### config.mk
export PLATFORM = sky130hd
export DESIGN_NAME = timer_shared_io_port
export DESIGN_NICKNAME = d
export VERILOG_FILES = /design/src/pkg/tsio_pkg.sv /design/src/hw/pin_sync.sv /design/src/hw/timer_shared_io_port.sv
export SDC_FILE = /design/constraint.sdc
export NUM_CORES = 1
export LEC_CHECK = 0
export ABC_AREA = 0
export BUFFER_PORTS_ARGS = -buffer_cell sky130_fd_sc_hd__buf_2
export CAP_MARGIN = 20
export CELL_PAD_IN_SITES_DETAIL_PLACEMENT = 0
export CELL_PAD_IN_SITES_GLOBAL_PLACEMENT = 2
export CORE_MARGIN = 5
export CORE_UTILIZATION = 24
export CTS_CLUSTER_DIAMETER = 120
export CTS_CLUSTER_SIZE = 30
export DETAILED_ROUTE_END_ITERATION = 10
export PLACE_DENSITY = 0.85
export SKIP_CTS_REPAIR_TIMING = 1
export SLEW_MARGIN = 20
export SYNTH_ARGS = -nofsm -noshare
export SYNTH_HDL_FRONTEND = slang
export SYNTH_HIERARCHICAL = 1
export SYNTH_SLANG_ARGS = --single-unit
### constraint.sdc
create_clock -name clock -period 2.8 [get_ports clock]
set_input_delay 0.28 -clock clock [delete_from_list [all_inputs] [get_ports clock]]
set_output_delay 0.28 -clock clock [all_outputs]
set_load 0.01 [all_outputs]
### src/pkg/tsio_pkg.sv
// Behaviour
// - direction bit 1 drives pin, 0 inputs
// - direction register reads back all ones
// - reset and hardware standby clear both registers
// - software standby keeps registers and driven outputs
// - software standby returns pins to port control
// - output bits read stored data value
// - input bits read live pin level
// - bit 7 is timer1 wave when select nonzero
// - compare enables claim pins 6 and 1
// - timer resets from pins 6, 3 when clear=11
// - pin 5 feeds capture d, timer1 clock
// - pin 0 clocks free timer and timer0
// - pin assignment same in every mode
package tsio_pkg;
    localparam logic [15:0] port_direction_offset = 16'hffb9;
    localparam logic [15:0] port_output_data_offset = 16'hffbb;
    localparam logic [31:0] port_direction_addr = 32'h0003_fee4;
    localparam logic [31:0] port_output_data_addr = 32'h0003_feec;
    localparam logic [7:0] port_direction_reset = 8'h00;
    localparam logic [7:0] port_output_data_reset = 8'h00;
    localparam logic [7:0] direction_read_value = 8'hff;
    localparam int pin_wave1 = 7;
    localparam int pin_cmp_b = 6;
    localparam int pin_cap_d = 5;
    localparam int pin_wave0 = 4;
    localparam int pin_cap_b = 3;
    localparam int pin_cap_a = 2;
    localparam int pin_cmp_a = 1;
    localparam int pin_ext_clk = 0;
    localparam logic [1:0] counter_clear_ext = 2'b11;
    localparam logic [1:0] free_clock_ext = 2'b11;
    localparam logic [2:0] small_clock_ext_lo = 3'b101;

    typedef struct packed {
        logic [3:0] wave0_select;
        logic [3:0] wave1_select;
        logic [1:0] clear0_select;
        logic [1:0] clear1_select;
        logic [2:0] clock0_select;
        logic [2:0] clock1_select;
        logic [1:0] free_clock_select;
        logic compare_a_output_enable;
        logic compare_b_output_enable;
    } timer_ctrl_t;

    typedef struct packed {
        logic wave0;
        logic wave1;
        logic compare_a;
        logic compare_b;
    } timer_out_t;

    typedef struct packed {
        logic capture_in_a;
        logic capture_in_b;
        logic capture_in_c;
        logic capture_in_d;
        logic free_timer_ext_clock;
        logic free_clock_valid;
        logic small_timer0_reset_in;
        logic small_timer1_reset_in;
        logic small_timer0_clock_in;
        logic small_timer1_clock_in;
        logic reset0_valid;
        logic reset1_valid;
        logic clock0_valid;
        logic clock1_valid;
    } timer_in_t;
endpackage : tsio_pkg

### src/hw/pin_sync.sv
`timescale 1ns/1ps
module pin_sync #(
    parameter int width = 8
) (
    input wire logic clock,
    input wire logic resetn,
    input wire logic [width-1:0] pin_raw,
    output logic [width-1:0] pin_level
);
    typedef struct packed {
        logic [width-1:0] s1;
        logic [width-1:0] s2;
        logic [width-1:0] s3;
        logic [width-1:0] level;
    } sync_state_t;
    sync_state_t state_reg;
    sync_state_t state_next;

    initial begin
        if (width < 1) $error("pin_sync width must be positive");
    end

    // level changes once stages two and three agree
    always_comb begin
        state_next = state_reg;
        state_next.s1 = pin_raw;
        state_next.s2 = state_reg.s1;
        state_next.s3 = state_reg.s2;
        for (int i = 0; i < width; i++) begin
            if (state_reg.s2[i] == state_reg.s3[i]) begin
                state_next.level[i] = state_reg.s3[i];
            end
        end
    end

    always_ff @(posedge clock) begin
        if (!resetn) begin
            state_reg <= '0;
        end else begin
            state_reg <= state_next;
        end
    end

    assign pin_level = state_reg.level;
endmodule : pin_sync

### src/hw/timer_shared_io_port.sv
`timescale 1ns/1ps
module timer_shared_io_port (
    input wire logic clock,
    input wire logic resetn,
    input wire logic hw_standby,
    input wire logic sw_standby,
    input wire logic psel,
    input wire logic penable,
    input wire logic pwrite,
    input wire logic [31:0] paddr,
    input wire logic [31:0] pwdata,
    input wire logic [3:0] pstrb,
    output logic [31:0] prdata,
    output logic pready,
    output logic pslverr,
    input wire tsio_pkg::timer_ctrl_t timer_ctrl,
    input wire tsio_pkg::timer_out_t timer_out,
    output tsio_pkg::timer_in_t timer_in,
    output logic timers_init,
    input wire logic [7:0] pin_in,
    output logic [7:0] pin_out,
    output logic [7:0] pin_oe
);
    import tsio_pkg::*;

    typedef struct packed {
        logic [7:0] direction;
        logic [7:0] data;
        logic [31:0] rdata;
        logic err;
    } port_state_t;

    port_state_t state_reg;
    port_state_t state_next;
    logic [7:0] pin_level;
    logic in_standby;
    logic [7:0] claim;
    logic [7:0] func_val;
    logic [7:0] read_val;
    logic access;
    logic hit_dir;
    logic hit_data;
    timer_ctrl_t ctrl;

    pin_sync #(
        .width(8)
    ) u_sync (
        .clock(clock),
        .resetn(resetn),
        .pin_raw(pin_in),
        .pin_level(pin_level)
    );

    assign in_standby = sw_standby | hw_standby;
    // standby resets the timers so they release the pins
    assign timers_init = in_standby;
    always_comb begin
        ctrl = timer_ctrl;
        if (in_standby) begin
            ctrl = '0;
        end
    end

    // pin ownership follows the timer selects and enables, which standby forces off
    always_comb begin
        claim = 8'h00;
        func_val = 8'h00;
        claim[pin_wave1] = |ctrl.wave1_select;
        func_val[pin_wave1] = timer_out.wave1;
        claim[pin_wave0] = |ctrl.wave0_select;
        func_val[pin_wave0] = timer_out.wave0;
        claim[pin_cmp_b] = ctrl.compare_b_output_enable;
        func_val[pin_cmp_b] = timer_out.compare_b;
        claim[pin_cmp_a] = ctrl.compare_a_output_enable;
        func_val[pin_cmp_a] = timer_out.compare_a;
    end

    genvar g;
    generate
        for (g = 0; g < 8; g++) begin : g_pin
            // a claimed pin drives the timer output
            assign pin_oe[g] = claim[g] | state_reg.direction[g];
            assign pin_out[g] = claim[g] ? func_val[g] : state_reg.data[g];
            // output bits read the latch, input bits the pin
            assign read_val[g] = state_reg.direction[g] ?
                state_reg.data[g] : pin_level[g];
        end
    endgenerate

    // timer inputs follow pin levels regardless of direction
    always_comb begin
        timer_in = '0;
        timer_in.capture_in_a = pin_level[pin_cap_a];
        timer_in.capture_in_b = pin_level[pin_cap_b];
        timer_in.capture_in_c = pin_level[pin_wave0];
        timer_in.capture_in_d = pin_level[pin_cap_d];
        timer_in.small_timer1_clock_in = pin_level[pin_cap_d];
        timer_in.clock1_valid = ctrl.clock1_select >= small_clock_ext_lo;
        timer_in.free_timer_ext_clock = pin_level[pin_ext_clk];
        timer_in.free_clock_valid =
            ctrl.free_clock_select == free_clock_ext;
        timer_in.small_timer0_clock_in = pin_level[pin_ext_clk];
        timer_in.clock0_valid = ctrl.clock0_select >= small_clock_ext_lo;
        timer_in.small_timer1_reset_in = pin_level[pin_cmp_b];
        timer_in.reset1_valid =
            ctrl.clear1_select == counter_clear_ext;
        timer_in.small_timer0_reset_in = pin_level[pin_cap_b];
        timer_in.reset0_valid =
            ctrl.clear0_select == counter_clear_ext;
    end

    assign access = psel & penable;
    assign hit_dir = paddr == port_direction_addr;
    assign hit_data = paddr == port_output_data_addr;

    // single-cycle access phase; sw standby just holds state
    always_comb begin
        state_next = state_reg;
        if (psel && !penable) begin
            state_next.err = !(hit_dir || hit_data);
            state_next.rdata = 32'h0000_0000;
            if (!pwrite && hit_dir) begin
                state_next.rdata = {24'h00_0000, direction_read_value};
            end
            if (!pwrite && hit_data) begin
                state_next.rdata = {24'h00_0000, read_val};
            end
        end
        if (access && pwrite && pstrb[0]) begin
            if (hit_dir) begin
                state_next.direction = pwdata[7:0];
            end
            if (hit_data) begin
                state_next.data = pwdata[7:0];
            end
        end
    end

    always_ff @(posedge clock) begin
        if (!resetn || hw_standby) begin
            state_reg.direction <= port_direction_reset;
            state_reg.data <= port_output_data_reset;
            state_reg.rdata <= 32'h0000_0000;
            state_reg.err <= 1'b0;
        end else begin
            state_reg <= state_next;
        end
    end

    assign pready = 1'b1;
    assign prdata = state_reg.rdata;
    assign pslverr = access & state_reg.err;

    a_standby_hold: assert property (@(posedge clock) disable iff (!resetn)
        sw_standby && !hw_standby && !access && $past(sw_standby) &&
        !$past(access && pwrite) |->
        $stable(state_reg.direction) && $stable(state_reg.data))
        else $error("port registers changed in software standby");
    a_hw_clear: assert property (@(posedge clock) disable iff (!resetn)
        $past(hw_standby) |-> state_reg.direction == 8'h00 &&
        state_reg.data == 8'h00 && pin_oe == 8'h00)
        else $error("hardware standby did not clear port");
    a_dir_read: assert property (@(posedge clock) disable iff (!resetn)
        psel && !penable && !pwrite && hit_dir && !hw_standby |=>
        prdata == 32'h0000_00ff)
        else $error("direction read not all ones");
    a_out_read: assert property (@(posedge clock) disable iff (!resetn)
        psel && !penable && !pwrite && hit_data && !hw_standby |=>
        (prdata[7:0] & $past(state_reg.direction)) ==
        ($past(state_reg.data) & $past(state_reg.direction)))
        else $error("output bit read not from latch");
    a_in_read: assert property (@(posedge clock) disable iff (!resetn)
        psel && !penable && !pwrite && hit_data && !hw_standby |=>
        (prdata[7:0] & ~$past(state_reg.direction)) ==
        ($past(pin_level) & ~$past(state_reg.direction)))
        else $error("input bit read not from pin");
    a_wave1_pin: assert property (@(posedge clock) disable iff (!resetn)
        !in_standby && |timer_ctrl.wave1_select |->
        pin_oe[7] && pin_out[7] == timer_out.wave1)
        else $error("pin 7 not carrying timer1 wave");
    a_cmp_b_pin: assert property (@(posedge clock) disable iff (!resetn)
        !in_standby && timer_ctrl.compare_b_output_enable |->
        pin_oe[6] && pin_out[6] == timer_out.compare_b)
        else $error("pin 6 not carrying compare b");
    a_standby_gp: assert property (@(posedge clock) disable iff (!resetn)
        sw_standby |-> pin_oe == state_reg.direction &&
        pin_out == state_reg.data)
        else $error("timer still owns pin in standby");
    a_reset1_src: assert property (@(posedge clock) disable iff (!resetn)
        timer_in.reset1_valid |-> !in_standby &&
        timer_ctrl.clear1_select == 2'b11)
        else $error("timer1 reset taken without clear select");

    // register writes land at the access edge
    a_dir_write: assert property (@(posedge clock) disable iff (!resetn)
        access && pwrite && pstrb[0] && hit_dir && !hw_standby |=>
        state_reg.direction == $past(pwdata[7:0]))
        else $error("direction write did not land");

    a_data_write: assert property (@(posedge clock) disable iff (!resetn)
        access && pwrite && pstrb[0] && hit_data && !hw_standby |=>
        state_reg.data == $past(pwdata[7:0]))
        else $error("data write did not land");

    a_no_strobe: assert property (@(posedge clock) disable iff (!resetn)
        access && pwrite && !pstrb[0] && !hw_standby |=>
        $stable(state_reg.direction) && $stable(state_reg.data))
        else $error("write without strobe changed a register");

    a_read_upper: assert property (@(posedge clock) disable iff (!resetn)
        $past(psel && !penable && !pwrite) |->
        prdata[31:8] == 24'h00_0000)
        else $error("read data upper bits not zero");

    a_read_hold: assert property (@(posedge clock) disable iff (!resetn)
        !psel && !hw_standby |=>
        $stable(prdata))
        else $error("read data moved while idle");

    // unclaimed pins follow the port registers
    a_gp_oe: assert property (@(posedge clock) disable iff (!resetn)
        1'b1 |->
        (pin_oe & ~claim) == (state_reg.direction & ~claim))
        else $error("free pin direction not from register");

    a_gp_out: assert property (@(posedge clock) disable iff (!resetn)
        1'b1 |->
        (pin_out & ~claim) == (state_reg.data & ~claim))
        else $error("free pin level not from register");

    a_fixed_pins: assert property (@(posedge clock) disable iff (!resetn)
        1'b1 |-> pin_oe[5] == state_reg.direction[5] &&
        pin_oe[3:2] == state_reg.direction[3:2] &&
        pin_oe[0] == state_reg.direction[0])
        else $error("input-only timer pin was claimed");

    // timer outputs take their pins
    a_wave0_pin: assert property (@(posedge clock) disable iff (!resetn)
        !in_standby && |timer_ctrl.wave0_select |->
        pin_oe[4] && pin_out[4] == timer_out.wave0)
        else $error("pin 4 not carrying timer0 wave");

    a_cmp_a_pin: assert property (@(posedge clock) disable iff (!resetn)
        !in_standby && timer_ctrl.compare_a_output_enable |->
        pin_oe[1] && pin_out[1] == timer_out.compare_a)
        else $error("pin 1 not carrying compare a");

    a_wave1_free: assert property (@(posedge clock) disable iff (!resetn)
        !in_standby && !(|timer_ctrl.wave1_select) |->
        pin_oe[7] == state_reg.direction[7])
        else $error("pin 7 claimed with select zero");

    a_wave0_free: assert property (@(posedge clock) disable iff (!resetn)
        !in_standby && !(|timer_ctrl.wave0_select) |->
        pin_oe[4] == state_reg.direction[4])
        else $error("pin 4 claimed with select zero");

    a_cmp_b_free: assert property (@(posedge clock) disable iff (!resetn)
        !timer_ctrl.compare_b_output_enable |->
        pin_oe[6] == state_reg.direction[6])
        else $error("pin 6 claimed without enable");

    a_cmp_a_free: assert property (@(posedge clock) disable iff (!resetn)
        !timer_ctrl.compare_a_output_enable |->
        pin_oe[1] == state_reg.direction[1])
        else $error("pin 1 claimed without enable");

    // timer inputs watch the synchronised pins
    a_reset0_src: assert property (@(posedge clock) disable iff (!resetn)
        timer_in.reset0_valid |-> !in_standby &&
        timer_ctrl.clear0_select == 2'b11)
        else $error("timer0 reset taken without clear select");

    a_reset_pins: assert property (@(posedge clock) disable iff (!resetn)
        1'b1 |-> timer_in.small_timer1_reset_in == pin_level[6] &&
        timer_in.small_timer0_reset_in == pin_level[3])
        else $error("timer reset inputs on wrong pins");

    a_cap_pins: assert property (@(posedge clock) disable iff (!resetn)
        1'b1 |-> timer_in.capture_in_a == pin_level[2] &&
        timer_in.capture_in_b == pin_level[3] &&
        timer_in.capture_in_c == pin_level[4] &&
        timer_in.capture_in_d == pin_level[5])
        else $error("capture inputs not following pins");

    a_clock1_pin: assert property (@(posedge clock) disable iff (!resetn)
        1'b1 |->
        timer_in.small_timer1_clock_in == pin_level[5])
        else $error("timer1 clock not from pin 5");

    a_clock1_valid: assert property (@(posedge clock) disable iff (!resetn)
        timer_in.clock1_valid |->
        !in_standby)
        else $error("timer1 clock valid in standby");

    a_ext_clk_pin: assert property (@(posedge clock) disable iff (!resetn)
        1'b1 |-> timer_in.free_timer_ext_clock == pin_level[0] &&
        timer_in.small_timer0_clock_in == pin_level[0])
        else $error("external clocks not from pin 0");

    a_free_valid: assert property (@(posedge clock) disable iff (!resetn)
        1'b1 |-> timer_in.free_clock_valid == (!in_standby &&
        timer_ctrl.free_clock_select == 2'b11))
        else $error("free timer clock qualifier wrong");

    a_clock0_valid: assert property (@(posedge clock) disable iff (!resetn)
        timer_in.clock0_valid |->
        !in_standby)
        else $error("timer0 clock valid in standby");

    // standby and reset behaviour
    a_init_standby: assert property (@(posedge clock) disable iff (!resetn)
        1'b1 |->
        timers_init == (sw_standby || hw_standby))
        else $error("timer init not following standby");

    a_standby_qual: assert property (@(posedge clock) disable iff (!resetn)
        in_standby |-> !timer_in.reset0_valid &&
        !timer_in.reset1_valid && !timer_in.clock0_valid &&
        !timer_in.clock1_valid && !timer_in.free_clock_valid)
        else $error("timer input qualified in standby");

    a_sw_drive: assert property (@(posedge clock) disable iff (!resetn)
        sw_standby && !hw_standby |-> (pin_out & pin_oe) ==
        (state_reg.data & state_reg.direction))
        else $error("driven level lost in software standby");

    a_reset_clear: assert property (@(posedge clock) disable iff (!resetn)
        $past(!resetn) |-> state_reg.direction == 8'h00 &&
        state_reg.data == 8'h00)
        else $error("reset did not clear port registers");

    a_hw_oe: assert property (@(posedge clock) disable iff (!resetn)
        hw_standby && $past(hw_standby) |->
        pin_oe == 8'h00)
        else $error("pin driven in hardware standby");
endmodule : timer_shared_io_port

==> flow_summary.yaml <==
timing:
  fin_worst_skew_ns: 0.007102
  finalCritPeriodShare: 0.6757
  drv_slew: 0
  setup_viol: 0
  setup_tns_ns: 0
  maxSlewHeadroom: 0.5384
  rsz0062_at_grt: "false"
  worstMarginPinSlew_ns: 0.6898
  finalHoldViolCount: 0
  fmax_ghz: 0.5286
  fin_crit_ns: 1.892
critical_path:
  crit_chain: "buf_2, nand4b_1, or4_1, nor4_4, buf_4, mux2i_1"
  r2r-start: "state_reg[47]"
  path_class: "in -> reg"
  r2r_setup_slack_ns: 1.81
  worstSetupStartpointType: "primary input"
  startpoint: "paddr[0]"
  cp_slowest_cell: "or4_1"
  critPathMaxFanout: 6
  worstReg2RegEnd: "prdata[6]"
  crit_path_end_kind: "register"
  crit_path_max_incr_delay_ns: 0.70
  crit_arrival_ns: 2.15
  required_ns: 3.06
  r2r_cells: 3
global_routing:
  grt_pass1_vias: 2066
  antenna_found_initial: 1
  grt_max_degree: 35
  overflow: 0
  grtUsageMet2: 0.1590
  met3_usage: 0.04909
  use_met1: 0.1144
  busiest_layer: "met2"
  grt_pass1_wl_um: 10030
  grt_usage: 0.09719
routing:
  first_pass_iters: 4
  drc: 0
  drt_iter0_drc: 43
  routedWlPerCell_um: 12.58
  ant_nets: 0
  vias: 2053
  wirelength_um: 6566
  vias_per_cell: 3.933
placement:
  dp_hpwl_um: 5095
  routabilityCongestion: 0.7322
  port_buffers: 121
  placed_area_um2: 3113
power_and_ir_drop:
  netSwitchingFraction: 0.2195
  p_total_w: 0.001842
  max-vdd-ir-drop_v: 0.0003133
  power_frac_seq: 0.451
  comb_power_share: 0.075
  switching_power_w: 0.0004045
  p_int_w: 0.001438
  clockPowerShare: 0.475
  power_density_nw_per_um2: 550.9
  p_leak_nw: 1.556
outcome:
  status: "finished, final reports clean"
final_layout:
  largest_register_ff_count: 16
  final_cell_mix: "buf_2 (121), dfxtp_1 (57), nand2_1 (43)"
  fin_nets: 485
  final_layout_size_suffix_gt1_frac: 0.4016
  areaGrowthSynthToFinish_pct: 24.73
  fillers: 1151
  utilization: 0.3072
  postLayoutCellArea_um2: 3344
  layout_commonest_cell: "buf_2"
clock_tree:
  root_buffer: "clkbuf_8"
  cts_inserted_buffers: 9
  clk_latency_ns: 0.33
  h-tree-depth: 3
  cts_sinks: 57
  cts_tree: "built"
  ctsLongestPathBuffers: 2
  path_clk_slew_ns: 0.07
min_path:
  hold_depth: 2
  min_from: "pin_in[0]"
  hold_end: "u_sync/state_next[16]"
  hold_path.class: "in -> reg"
synth:
  ys_ff_latch: 57
  syn_area_um2: 2681
  synth-warning-count: 6
  synth_cells: 278
  seq_area_frac_synth: 0.4256
  ys_types: 29
  avgSynthCellArea_um2: 9.645
die:
  die_area_um2: 13390
  start_util: 0.2463
  die_w_um: 115.7
  die_y_um: 115.7
  core-area_um2: 10890
  ioPinCount: 174
  rows: 38
job:
  maxCapViolCount: 0
worst max-delay path: cells and delay by family:
family / cells / cell delay (ns)
mux: 1 / 0.20
buf+inv: 2 / 0.37
simple gates: 3 / 1.31
Yosys cell counts:
cell	count	area [µm²]
mux2_2	2	22.52
buf_4	53	397.9
nand2b_1	3	18.77
and2_1	24	150.1
nand4b_1	3	26.28
or4_1	1	7.510
nand2_1	43	161.4
nor2b_1	2	12.51
and3_1	4	25.02
o21ai_0	10	50.05
inv_1	2	7.510
a21boi_0	2	15.01
nand4_2	1	12.51
clkbuf_4	1	7.510
nor2_1	8	30.03
nor4_1	5	31.28
or2_1	2	12.51
buf_6	4	45.04
conb_1	2	7.510
mux2_1	2	22.52
nand4_1	2	12.51
a211oi_1	1	7.510
dfxtp_1	57	1141
clkbuf_2	2	10.01
a21boi_2	6	67.56
a22o_1	8	70.07
nor4_4	3	63.81
nor3_1	1	5.000
mux2i_1	24	240.2
stage by stage:
step           instances  worst slack (ns)  hold WS, ns
2_1_floorplan        301            0.8571       0.4057
3_3_place_gp         505            0.5944       0.4142
3_5_place_dp         505            0.5411       0.4112
4_1_cts              521            0.9141       0.1367
5_1_grt              521            0.7979       0.1315
6_report             522            0.9082       0.1613
layout make-up:
| cell class | instances | area (µm²) | share of cell area |
|---|---|---|---|
| Inverter | 2 | 7.507 | 0.002245 |
| Timing Repair Buffer | 124 | 628.1 | 0.1878 |
| Antenna cell | 1 | 2.502 | 0.0007482 |
| Tap cell | 140 | 175.2 | 0.05238 |
| Multi-Input combinational cell | 182 | 1161 | 0.3472 |
| Sequential cell | 57 | 1141 | 0.3412 |
| Clock inverter | 5 | 77.57 | 0.02319 |
| Clock buffer | 11 | 151.4 | 0.04527 |
kinds of logic (layout without fill, tap and decap cells):
logic type | Yosys count | count (layout) | share of synthesized area
DFF | 57 | 57 | 0.4256
other | 2 | 26 | 0.002801
AOI/OAI and AO/OA | 27 | 27 | 0.07839
muxes | 28 | 28 | 0.1064
buffers and inverters | 62 | 142 | 0.1745
and+or+nand+nor | 102 | 102 | 0.2123
worst max path at each step:
stage | cells after the start | slack, ns | to
4_1_cts | 6 | 0.91 | state_reg[45]
3_3_place_gp | 6 | 0.59 | state_reg[42]
5_1_grt | 6 | 0.80 | state_reg[45]
2_1_floorplan | 5 | 0.86 | pin_oe[0]
3_5_place_dp | 6 | 0.54 | state_reg[45]
6_report | 6 | 0.91 | state_reg[45]
metal layers:
layer,vias up,part of all wire,wire length (µm)
met5,-,0.0017,11
met4,2,0.011,69
met3,8,0.11,740
met2,89,0.46,2999
met1,900,0.42,2745
li1,1054,-,-
power groups by stage:
stage / Sequential, W / Combinational (W) / Clock (W)
3_5_place_dp: 0.000849 / 0.000139 / 0
3_3_place_gp: 0.000848 / 0.000135 / 0
2_1_floorplan: 0.000847 / 0.0000967 / 0
6_report: 0.000830 / 0.000138 / 0.000874
4_1_cts: 0.000830 / 0.000139 / 0.000913
5_1_grt: 0.000831 / 0.000156 / 0.000944
(Power assumes the default switching activity.)
